--- src/logic/ior_pkg.sv ---
package ior_pkg;
   localparam int IOR_WORD_W = 16;
   localparam int IOR_NUM_WORDS = 8;
   localparam int IOR_ADDR_W = 7;
   localparam int IOR_SAMPLE_W = 32;

   // byte addresses of the even byte of each word
   localparam logic [6:0] IOR_RATE_X_FRACTION_ADDR = 7'h04;
   localparam logic [6:0] IOR_RATE_X_WORD_ADDR = 7'h06;
   localparam logic [6:0] IOR_RATE_Y_FRACTION_ADDR = 7'h08;
   localparam logic [6:0] IOR_RATE_Y_WORD_ADDR = 7'h0a;
   localparam logic [6:0] IOR_RATE_Z_FRACTION_ADDR = 7'h0c;
   localparam logic [6:0] IOR_RATE_Z_WORD_ADDR = 7'h0e;
   localparam logic [6:0] IOR_ACCEL_X_FRACTION_ADDR = 7'h10;
   localparam logic [6:0] IOR_ACCEL_X_WORD_ADDR = 7'h12;

   localparam logic [15:0] IOR_WORD_RESET = 16'h0000;
   localparam logic [15:0] IOR_UNMAPPED_DATA = 16'h0000;

   // serial frame layout
   localparam int IOR_FRAME_BITS = 16;
   localparam int IOR_RW_BIT = 15;
   localparam int IOR_ADDR_LSB = 8;
   localparam logic IOR_CMD_READ = 1'b0;
   localparam logic IOR_SCLK_IDLE = 1'b1;
   localparam logic IOR_CS_IDLE = 1'b1;

   typedef logic [15:0] ior_word_t;
endpackage

--- src/logic/ior_output_regs.sv ---
`timescale 1ns/1ps
// Overview of operation
// rate high word: 16-bit twos complement, zero is 0x0000, step 0.1 deg/s.
// each rate axis has a 16-bit low word of extra fractional resolution.
// high and low rate words form one 32-bit value, high word upper.
// x rate low word at 0x04/0x05, high word at 0x06/0x07.
// y rate low word at 0x08/0x09, high word at 0x0a/0x0b.
// z rate low word at 0x0c/0x0d, high word at 0x0e/0x0f.
// acceleration includes motion and gravity, on the rate axes.
// acceleration words concatenate high first into one 32-bit value.
// x acceleration low word, 16 extra resolution bits, at 0x10/0x11.
// acceleration high word: twos complement, +-40 g, step 1.25 mg.
// output words are read-only; writes change nothing and have no effect.
// high and low words of an axis update together from one sample.
module ior_output_regs
   import ior_pkg::*;
#(
   parameter int NUM_WORDS = IOR_NUM_WORDS
) (
   input wire logic clk_sys,
   input wire logic resetn,
   input wire logic sample_strobe,
   input wire logic [31:0] rate_x_sample,
   input wire logic [31:0] rate_y_sample,
   input wire logic [31:0] rate_z_sample,
   input wire logic [31:0] accel_x_sample,
   input wire logic spi_sclk,
   input wire logic spi_cs_n,
   input wire logic spi_mosi,
   output logic spi_miso_out,
   output logic spi_miso_oe
);
   logic [IOR_WORD_W*NUM_WORDS-1:0] sample_bus;
   ior_word_t out_word [NUM_WORDS];
   ior_word_t tx_hold;
   ior_word_t rx_word;
   logic frame_done;
   logic cmd_read;
   logic [IOR_ADDR_W-1:0] cmd_addr;
   logic [3:0] slot;
   ior_word_t rate_x_fraction;
   ior_word_t rate_x_word;
   ior_word_t rate_y_fraction;
   ior_word_t rate_y_word;
   ior_word_t rate_z_fraction;
   ior_word_t rate_z_word;
   ior_word_t accel_x_fraction;
   ior_word_t accel_x_word;

   // returns {hit, index}; the odd byte of a pair reads the same word
   function automatic logic [3:0] addr_to_slot(input logic [IOR_ADDR_W-1:0] a);
      logic [5:0] diff;
      diff = a[6:1] - IOR_RATE_X_FRACTION_ADDR[6:1];
      addr_to_slot = {(a[6:1] >= IOR_RATE_X_FRACTION_ADDR[6:1]) &&
                      (diff < 6'(NUM_WORDS)), diff[2:0]};
   endfunction

   // lower word index holds the fraction, so each axis sits high word above low
   assign sample_bus = {accel_x_sample, rate_z_sample, rate_y_sample, rate_x_sample};

   genvar gi;
   generate
      for (gi = 0; gi < NUM_WORDS; gi++) begin : g_word
         // whole sample captured in one edge keeps both halves coherent
         always_ff @(posedge clk_sys or negedge resetn) begin
            if (!resetn) begin
               out_word[gi] <= IOR_WORD_RESET;
            end else if (sample_strobe) begin
               out_word[gi] <= sample_bus[IOR_WORD_W*gi +: IOR_WORD_W];
            end
         end
      end
   endgenerate

   assign rate_x_fraction = out_word[0];
   assign rate_x_word = out_word[1];
   assign rate_y_fraction = out_word[2];
   assign rate_y_word = out_word[3];
   assign rate_z_fraction = out_word[4];
   assign rate_z_word = out_word[5];
   assign accel_x_fraction = out_word[6];
   assign accel_x_word = out_word[7];

   ior_spi_frame #(
      .FRAME_BITS(IOR_FRAME_BITS)
   ) u_frame (
      .clk_sys(clk_sys),
      .resetn(resetn),
      .sclk_pin(spi_sclk),
      .cs_n_pin(spi_cs_n),
      .mosi_pin(spi_mosi),
      .tx_word(tx_hold),
      .frame_done(frame_done),
      .rx_word(rx_word),
      .miso_out(spi_miso_out),
      .miso_oe(spi_miso_oe)
   );

   assign cmd_read = (rx_word[IOR_RW_BIT] == IOR_CMD_READ);
   assign cmd_addr = rx_word[IOR_ADDR_LSB +: IOR_ADDR_W];
   assign slot = addr_to_slot(cmd_addr);

   // reply is frozen at command time and shifted out in the next frame;
   // write frames fall through untouched
   always_ff @(posedge clk_sys or negedge resetn) begin
      if (!resetn) begin
         tx_hold <= IOR_UNMAPPED_DATA;
      end else if (frame_done && cmd_read) begin
         tx_hold <= slot[3] ? out_word[slot[2:0]] : IOR_UNMAPPED_DATA;
      end
   end

   property p_rate_x_split;
      @(posedge clk_sys) disable iff (!resetn)
      sample_strobe |=> ({rate_x_word, rate_x_fraction} == $past(rate_x_sample));
   endproperty
   a_rate_x_split: assert property (p_rate_x_split) else $error("x rate words not split from sample");

   property p_accel_split;
      @(posedge clk_sys) disable iff (!resetn)
      sample_strobe |=> (accel_x_word == $past(accel_x_sample[31:16])) &&
                        (accel_x_fraction == $past(accel_x_sample[15:0]));
   endproperty
   a_accel_split: assert property (p_accel_split) else $error("x accel words not split from sample");

   property p_hold;
      @(posedge clk_sys) disable iff (!resetn)
      !sample_strobe |=> $stable(rate_y_word) && $stable(rate_y_fraction) &&
                         $stable(rate_z_word) && $stable(rate_z_fraction);
   endproperty
   a_hold: assert property (p_hold) else $error("output word changed without a sample");

   property p_write_ignored;
      @(posedge clk_sys) disable iff (!resetn)
      (frame_done && !cmd_read && !sample_strobe) |=> $stable(rate_x_word) &&
         $stable(accel_x_fraction) && $stable(tx_hold);
   endproperty
   a_write_ignored: assert property (p_write_ignored) else $error("write frame had an effect");

   property p_map_x;
      @(posedge clk_sys) disable iff (!resetn)
      (frame_done && cmd_read && cmd_addr == IOR_RATE_X_WORD_ADDR) |=>
         (tx_hold == $past(rate_x_word));
   endproperty
   a_map_x: assert property (p_map_x) else $error("x rate high word reply wrong");

   property p_map_y;
      @(posedge clk_sys) disable iff (!resetn)
      (frame_done && cmd_read && cmd_addr == IOR_RATE_Y_FRACTION_ADDR) |=>
         (tx_hold == $past(rate_y_fraction));
   endproperty
   a_map_y: assert property (p_map_y) else $error("y rate low word reply wrong");

   property p_map_z;
      @(posedge clk_sys) disable iff (!resetn)
      (frame_done && cmd_read && cmd_addr == IOR_RATE_Z_WORD_ADDR) |=>
         (tx_hold == $past(rate_z_word));
   endproperty
   a_map_z: assert property (p_map_z) else $error("z rate high word reply wrong");

   property p_map_accel;
      @(posedge clk_sys) disable iff (!resetn)
      (frame_done && cmd_read && cmd_addr == IOR_ACCEL_X_FRACTION_ADDR) |=>
         (tx_hold == $past(accel_x_fraction));
   endproperty
   a_map_accel: assert property (p_map_accel) else $error("x accel low word reply wrong");

   property p_map_x_odd;
      @(posedge clk_sys) disable iff (!resetn)
      (frame_done && cmd_read && cmd_addr == {IOR_RATE_X_WORD_ADDR[6:1], 1'b1}) |=>
         (tx_hold == $past(rate_x_word));
   endproperty
   a_map_x_odd: assert property (p_map_x_odd) else $error("x rate odd byte reply wrong");

   property p_map_y_word;
      @(posedge clk_sys) disable iff (!resetn)
      (frame_done && cmd_read && cmd_addr == IOR_RATE_Y_WORD_ADDR) |=>
         (tx_hold == $past(rate_y_word));
   endproperty
   a_map_y_word: assert property (p_map_y_word) else $error("y rate high reply wrong");

   property p_map_z_frac;
      @(posedge clk_sys) disable iff (!resetn)
      (frame_done && cmd_read && cmd_addr == IOR_RATE_Z_FRACTION_ADDR) |=>
         (tx_hold == $past(rate_z_fraction));
   endproperty
   a_map_z_frac: assert property (p_map_z_frac) else $error("z rate low reply wrong");

   property p_map_accel_word;
      @(posedge clk_sys) disable iff (!resetn)
      (frame_done && cmd_read && cmd_addr == IOR_ACCEL_X_WORD_ADDR) |=>
         (tx_hold == $past(accel_x_word));
   endproperty
   a_map_accel_word: assert property (p_map_accel_word) else $error("x accel high reply wrong");

   property p_rate_yz_split;
      @(posedge clk_sys) disable iff (!resetn)
      sample_strobe |=> ({rate_y_word, rate_y_fraction} == $past(rate_y_sample)) &&
                        ({rate_z_word, rate_z_fraction} == $past(rate_z_sample));
   endproperty
   a_rate_yz_split: assert property (p_rate_yz_split) else $error("y/z rate words not split");

   property p_hold_x;
      @(posedge clk_sys) disable iff (!resetn)
      !sample_strobe |=> $stable(rate_x_word) && $stable(rate_x_fraction) &&
                         $stable(accel_x_word) && $stable(accel_x_fraction);
   endproperty
   a_hold_x: assert property (p_hold_x) else $error("x word changed without a sample");

   property p_reply_hold;
      @(posedge clk_sys) disable iff (!resetn)
      !frame_done |=> $stable(tx_hold);
   endproperty
   a_reply_hold: assert property (p_reply_hold) else $error("reply changed outside a frame end");

   property p_unmapped;
      @(posedge clk_sys) disable iff (!resetn)
      (frame_done && cmd_read && !slot[3]) |=> (tx_hold == IOR_UNMAPPED_DATA);
   endproperty
   a_unmapped: assert property (p_unmapped) else $error("unmapped read not zero");

   property p_x_low_addr;
      @(posedge clk_sys) disable iff (!resetn)
      (frame_done && cmd_read && !sample_strobe && cmd_addr == IOR_RATE_X_FRACTION_ADDR) ##1
         (!frame_done && !sample_strobe)[*2] |-> (tx_hold == rate_x_fraction);
   endproperty
   a_x_low_addr: assert property (p_x_low_addr) else $error("x rate low reply not held");
endmodule

--- src/logic/ior_spi_frame.sv ---
`timescale 1ns/1ps
module ior_spi_frame
   import ior_pkg::*;
#(
   parameter int FRAME_BITS = IOR_FRAME_BITS
) (
   input wire logic clk_sys,
   input wire logic resetn,
   input wire logic sclk_pin,
   input wire logic cs_n_pin,
   input wire logic mosi_pin,
   input wire ior_word_t tx_word,
   output logic frame_done,
   output ior_word_t rx_word,
   output logic miso_out,
   output logic miso_oe
);
   localparam int CW = $clog2(FRAME_BITS + 2);
   localparam logic [CW-1:0] FULL = CW'(FRAME_BITS);

   logic [1:0] sclk_ff;
   logic [1:0] cs_n_ff;
   logic [1:0] mosi_ff;
   logic sclk_d;
   logic cs_n_d;
   logic [CW-1:0] bit_cnt;
   ior_word_t rx_shift;
   ior_word_t tx_shift;
   logic sclk_rise;
   logic sclk_fall;
   logic cs_fall;
   logic cs_rise;

   // pins are asynchronous; sclk must stay well below clk_sys/8
   always_ff @(posedge clk_sys or negedge resetn) begin
      if (!resetn) begin
         sclk_ff <= {2{IOR_SCLK_IDLE}};
         cs_n_ff <= {2{IOR_CS_IDLE}};
         mosi_ff <= 2'h0;
         sclk_d <= IOR_SCLK_IDLE;
         cs_n_d <= IOR_CS_IDLE;
      end else begin
         sclk_ff <= {sclk_ff[0], sclk_pin};
         cs_n_ff <= {cs_n_ff[0], cs_n_pin};
         mosi_ff <= {mosi_ff[0], mosi_pin};
         sclk_d <= sclk_ff[1];
         cs_n_d <= cs_n_ff[1];
      end
   end

   assign sclk_rise = sclk_ff[1] & ~sclk_d;
   assign sclk_fall = ~sclk_ff[1] & sclk_d;
   assign cs_fall = ~cs_n_ff[1] & cs_n_d;
   assign cs_rise = cs_n_ff[1] & ~cs_n_d;

   // receive on rising sclk; count saturates one past a full frame so long frames drop
   always_ff @(posedge clk_sys or negedge resetn) begin
      if (!resetn) begin
         bit_cnt <= '0;
         rx_shift <= IOR_WORD_RESET;
      end else if (cs_fall) begin
         bit_cnt <= '0;
      end else if (!cs_n_ff[1] && sclk_rise) begin
         rx_shift <= {rx_shift[14:0], mosi_ff[1]};
         if (bit_cnt <= FULL) begin
            bit_cnt <= bit_cnt + 1'b1;
         end
      end
   end

   always_ff @(posedge clk_sys or negedge resetn) begin
      if (!resetn) begin
         frame_done <= 1'b0;
         rx_word <= IOR_WORD_RESET;
      end else begin
         frame_done <= cs_rise && (bit_cnt == FULL);
         if (cs_rise && (bit_cnt == FULL)) begin
            rx_word <= rx_shift;
         end
      end
   end

   // transmit on falling sclk, msb first
   always_ff @(posedge clk_sys or negedge resetn) begin
      if (!resetn) begin
         tx_shift <= IOR_WORD_RESET;
         miso_out <= 1'b0;
         miso_oe <= 1'b0;
      end else begin
         miso_oe <= ~cs_n_ff[1];
         if (cs_fall) begin
            tx_shift <= tx_word;
         end else if (!cs_n_ff[1] && sclk_fall) begin
            miso_out <= tx_shift[15];
            tx_shift <= {tx_shift[14:0], 1'b0};
         end
      end
   end
endmodule
--- config.mk ---
export PLATFORM = sky130hd
export DESIGN_NAME = ior_output_regs
export DESIGN_NICKNAME = d
export VERILOG_FILES = /design/src/logic/ior_pkg.sv /design/src/logic/ior_output_regs.sv /design/src/logic/ior_spi_frame.sv
export SDC_FILE = /design/constraint.sdc
export NUM_CORES = 1
export LEC_CHECK = 0
export ABC_AREA = 1
export BUFFER_PORTS_ARGS = -buffer_cell sky130_fd_sc_hd__buf_2
export CORE_ASPECT_RATIO = 0.9
export CORE_MARGIN = 5
export CORE_UTILIZATION = 50
export CTS_BUF_LIST = sky130_fd_sc_hd__clkbuf_8
export DETAILED_ROUTE_END_ITERATION = 8
export GPL_ROUTABILITY_DRIVEN = 0
export PLACE_DENSITY = 0.81
export SYNTH_ARGS = -nofsm -noshare
export SYNTH_HDL_FRONTEND = slang
export SYNTH_SLANG_ARGS = --single-unit
--- constraint.sdc ---
create_clock -name clk_sys -period 2.5 [get_ports clk_sys]
set_input_delay 0.5 -clock clk_sys [delete_from_list [all_inputs] [get_ports clk_sys]]
set_output_delay 0.5 -clock clk_sys [all_outputs]
set_load 0.01 [all_outputs]
### After elaboration in Yosys (flattened, before gate mapping)

Cells that the tools add are included.

| word-level totals | value |
|---|---|
| flip-flop bits (word level) | 208 |
| bits of input ports | 134 |
| word-level logic and storage cells | 60 |

| cells by class | value |
|---|---|
| add/sub/neg operators | 2 |
| magnitude comparators | 4 |
| eq/ne operators | 1 |
| mux-type cells | 9 |
| bitwise operators | 11 |
| reduce and logical (&&, ||, !) cells | 12 |

Operator list:

| kind | number |
|---|---|
| $mux W16 | 5 |
| $bmux W16 S3 | 1 |
| $mux W5 | 3 |
| $ge A6 B2 Y1 const B | 1 |
| $lt A6 B4 Y1 const B | 1 |
| $not A1 Y1 | 6 |
| $reduce_and A2 Y1 | 3 |
| $reduce_bool A2 Y1 | 3 |
| $sub A6 B2 Y6 const B | 1 |
| $add A5 B1 Y5 const B | 1 |
| $eq A5 B5 Y1 const B | 1 |
| $le A5 B5 Y1 const B | 1 |
| $logic_and A1 B1 Y1 | 5 |
| $and A1 B1 Y1 | 4 |
| $ge A4 B4 Y1 const B | 1 |
| $not A3 Y4 | 1 |
| $logic_not A1 Y1 | 1 |

### Longest topological paths before layout

| depth | value |
|---|---|
| word-level depth | 6 |
| gate-level depth with buffers | 11 |
| gate-level depth less buffers | 8 |

### Hierarchy

A second synthesis with hierarchy kept.

| second synthesis, totals | value |
|---|---|
| cell total of the unflattened synthesis | 1039 |
| area, all modules | 9482.8 µm² |

Modules (own cells, without submodules):

| module | times used | cells an instance | area an instance (µm²) | sequential area each (µm²) |
|---|---|---|---|---|
| ior_output_regs | 1 | 762 | 6786.5 | 3603.5 |
| ior_spi_frame | 1 | 277 | 2696.3 | 1609.0 |

### Worst setup path after synthesis

OpenSTA, ideal clock, no wires.

| timing path | value |
|---|---|
| path kind | register to register |
| from | register u_frame.rx_word[10] |
| to | register tx_hold[10] |
| library setup time | 66 ps |
| arrival time | 1712 ps |
| data required time | 2434 ps |
| setup slack | 723 ps |
| cell stages (with the launch flop) | 12 |
| path buffers | 4 |
| period minus slack after synthesis | 1777 ps |
| cells stage by stage | dfrtp_1 > buf_6 > inv_1 > buf_2 > ha_1 > buf_2 > inv_1 > buf_2 > nand3_1 > nand2_1 > nand2_1 > nand2_1 |

| on the way | value |
|---|---|
| word-level cells in the longest chain between the ends | 6 |

RTL lines:

| element | line | RTL |
|---|---|---|
| start: declaration | ior_spi_frame.sv:14 | `output ior_word_t rx_word,` |
| start signal: assignment | ior_spi_frame.sv:78 | `rx_word <= rx_shift;` |
| $sub A6 B2 Y6 | ior_output_regs.sv:53 | `diff = a[6:1] - IOR_RATE_X_FRACTION_ADDR[6:1];` |
| $not A3 Y4 (implied by the code) | ior_output_regs.sv:109 | `tx_hold <= slot[3] ? out_word[slot[2:0]] : IOR_UNMAPPED_DATA;` |
| $bmux W16 S3 | ior_output_regs.sv:109 |  |
| $mux W16 (implied by the code) (2 in series) | ior_output_regs.sv:109 |  |
| $mux W16 (*) | ior_output_regs.sv:109 |  |
| end signal: assignment | ior_output_regs.sv:109 |  |
| end: declaration | ior_output_regs.sv:35 | `ior_word_t tx_hold;` |

Every way passes the cells marked *; elsewhere a longest branch is shown, timed or not. The select of a mux whose other input is x is not followed.
A chain may end at the register's enable or synchronous reset.

### Worst setup path after layout

| timing path | value |
|---|---|
| from | register u_frame.rx_word[11] |
| to | register tx_hold[6] |

The elaborated chain is that of the path after synthesis.

==> flow_summary.toml <==
[detailed_routing]
dr.max_layer_used = "met4"
vias = 6451
drc = 0
wl_met2_um = 9540
detail-route-antenna-nets = 0
viasPerCell = 5.28
routed_wirelength_um = 20000
wl_per_cell_um = 16.4
route.met3.wl_um = 1280
drt-pass1-iter-count = 5
wl_met1_um = 8840
drt_iter0_markers = 498

[sta]
setup_tns_ns = 0
min_period_over_period = 0.685
period_minus_slack_ns = 1.71
setup_viol = 0
max_clock_freq_mhz = 584
clock_skew_ns = 0.0104
slew_viol_final = 0
tightestPinTransition_ns = 0.592
rsz0062_at_grt = "no"
hold_viol = 0
timing.final.ws_setup_ns = 0.787
maxSlewHeadroom = 0.605

[synthesis]
ys.flop_type = "dfrtp_1"
async_reset_ff_frac = 1.00
syn-cell-area_um2 = 8750
syn_nets = 987
synth_edf_count = 0
ys_warn_count = 0
syn-instance-count = 850
synth.avg_cell_area_um2 = 10.3
synth_cell_types = 26
synth_top_area_cell = "dfrtp_1"
ys_ff_latch = 199
yosys-top-cells-area = "dfrtp_1 (55%), mux2_2 (16%), nand2_1 (12%), nand3_1 (6.8%), buf_2 (1.9%)"
ys_top_cells_by_count = "nand2_1 (277), dfrtp_1 (193), mux2_2 (128), nand3_1 (119), buf_2 (33)"
yosysTopAreaCellShare = 0.552
synth_most_common_cell = "nand2_1"
synth_seq_area_share = 0.570

[layout]
final_layout_size_suffix_gt1_frac = 0.332
layout.cells.non_filler = 1221
syn2layout_area_growth_pct = 15.2
fillCellCount = 1443
nets = 1110
n_antenna_cell = 0

[place]
pre_cts_ws_ns = 0.773
post-dp-hpwl_um = 13900
dp_cells = 1188
port_buffers = 135

[clock_tree]
cts_tree = "yes"
clkLatencyLatePin_ns = 0.48
clk_pin_slew_ns = 0.10
cts.sinks = 199
h-tree-depth = 4
post_cts_buffers = 0
numCtsBuffers = 17
clockRootBuffer = "clkbuf_8"
clockBufferDepth = 2

[pwr]
vdd_drop_max_mv = 0.387
swShare = 0.265
p_leak_nw = 4.85
p_switching_mw = 1.74
pwr-share-comb = 0.122
seqPwrFrac = 0.561
p_per_area_nw_per_um2 = 654
intPower_mw = 4.85
p_clk_frac = 0.318

[floorplan]
dieArea_um2 = 20300
rows = 45
ios = 136
die_w_um = 149
dieHeight_um = 136
initial_core_util = 0.513
core_um2 = 17100

[min_path]
worstHoldPathType = "input pin to flop"

[global_routing]
antenna_found_initial = 0
grt_pass1_wl_um = 33400
overflow = 0
grt_pass1_vias = 6435
grt_util_all_layers = 0.211
grt_max_degree = 66

[worst_setup_path]
worst_setup_path_start_kind = "flop"
end_kind = "flop"
cp.required_ns = 2.92
critical_path_class = "flop to flop"
critPathMaxFanout = 16
worstPathArrival_ns = 2.13

[flow_run]
drv_cap = 0

[run_status]
status = "completed"
## power groups by stage
stage | clock (mW) | combinational [mW] | sequential, mW
2_1_floorplan | 0 | 0.536 | 3.69
3_3_place_gp | 0 | 0.779 | 3.74
3_5_place_dp | 0 | 0.808 | 3.76
4_1_cts | 2.12 | 0.812 | 3.69
5_1_grt | 2.27 | 0.916 | 3.73
6_report | 2.09 | 0.802 | 3.69
## path summary, 6_finish.rpt
kind	slack (ns)	end	cells after the start	startpoint
max in group asynchronous	1.22	rate_x_word[12]$_DFFE_PN0P_	3	resetn
min reg2reg	0.36	u_frame.mosi_ff[1]$_DFF_PN0_	0	u_frame.mosi_ff[0]$_DFF_PN0_
min in group asynchronous	0.54	rate_y_word[3]$_DFFE_PN0P_	2	resetn
max reg2reg	0.79	tx_hold[6]$_DFFE_PN0P_	7	u_frame.rx_word[11]$_DFFE_PN0P_
min	0.12	u_frame.cs_n_ff[0]$_DFF_PN1_	1	spi_cs_n
max	0.79	tx_hold[6]$_DFFE_PN0P_	7	u_frame.rx_word[11]$_DFFE_PN0P_
## worst max-delay path, stage by stage, from the launching register on
cell and delay [ns]:
dfrtp_1 0.40, inv_1 0.06, ha_1 0.29, inv_1 0.45
nand3_1 0.24, nand2_1 0.10, nand2_1 0.05, nand2_1 0.07
## state kept, by name, indices dropped and copies added, names as in the netlist, 16 cells and up
name              cells
tx_hold              16
rate_y_word          16
accel_x_fraction     16
accel_x_word         16
rate_x_word          16
rate_z_fraction      16
rate_z_word          16
u_frame.rx_shift     16
u_frame.tx_shift     16
rate_y_fraction      16
rate_x_fraction      16
## cells in the final DEF, fill, tap and decap left out, types with 2 or more instances in the layout
| master | n |
|---|---|
| clkbuf_8 | 19 |
| dfstp_2 | 6 |
| o21ai_1 | 7 |
| ha_1 | 3 |
| inv_2 | 4 |
| a21oi_1 | 5 |
| nand2_2 | 2 |
| nor2_4 | 2 |
| clkinv_2 | 2 |
| nand3_1 | 119 |
| buf_4 | 9 |
| nand2_1 | 277 |
| dfrtp_1 | 192 |
| buf_2 | 133 |
| inv_1 | 23 |
| nand4_1 | 2 |
| o21ai_0 | 18 |
| mux2_2 | 128 |
| clkinvlp_4 | 2 |
| nor2_1 | 10 |
| buf_12 | 7 |
| bufinv_16 | 2 |
| inv_6 | 4 |
## per-stage QoR
stage / power [mW] / hold WS, ns / util / instance area (um^2)
floorplan: 4.23 / 0.204 / - / 8750
global placement: 4.52 / 0.332 / 0.567 / 9680
detailed placement: 4.56 / 0.336 / 0.567 / 9680
CTS: 6.63 / 0.0919 / 0.591 / 10100
global route: 6.92 / 0.0781 / 0.591 / 10100
finish: 6.59 / 0.117 / 0.591 / 10100
## layer usage
metal / global-route usage / vias to the layer above
li1: - / 3039
met1: 0.300 / 3191
met2: 0.326 / 196
met3: 0.0495 / 25
met4: 0.0595 / 0
met5: 0 / -
## timing repair
action,4_1_cts,5_1_grt
hold buffers,1,0
gates resized for setup,0,0
hold endpoints to repair,45,0
## cell type report
type,count,area (um^2),share of cell area
Sequential cell,199,4990,0.495
Multi-Input combinational cell,578,3410,0.338
Timing Repair Buffer,151,897,0.0890
Tap cell,235,294,0.0292
Clock buffer,18,248,0.0246
Clock inverter,14,148,0.0146
Inverter,26,100,0.00993
## cells by family after synthesis
kind of cell             synth area share
flip-flops                          0.570
adder cells (fa/ha/maj)           0.00429
XOR/XNOR                          0.00100
AND/OR/NAND/NOR                     0.198
buffers and inverters              0.0410
AO/OA/AOI/OAI                      0.0214
multiplexers                        0.165
No activity file was read; power rests on OpenSTA's default activity.
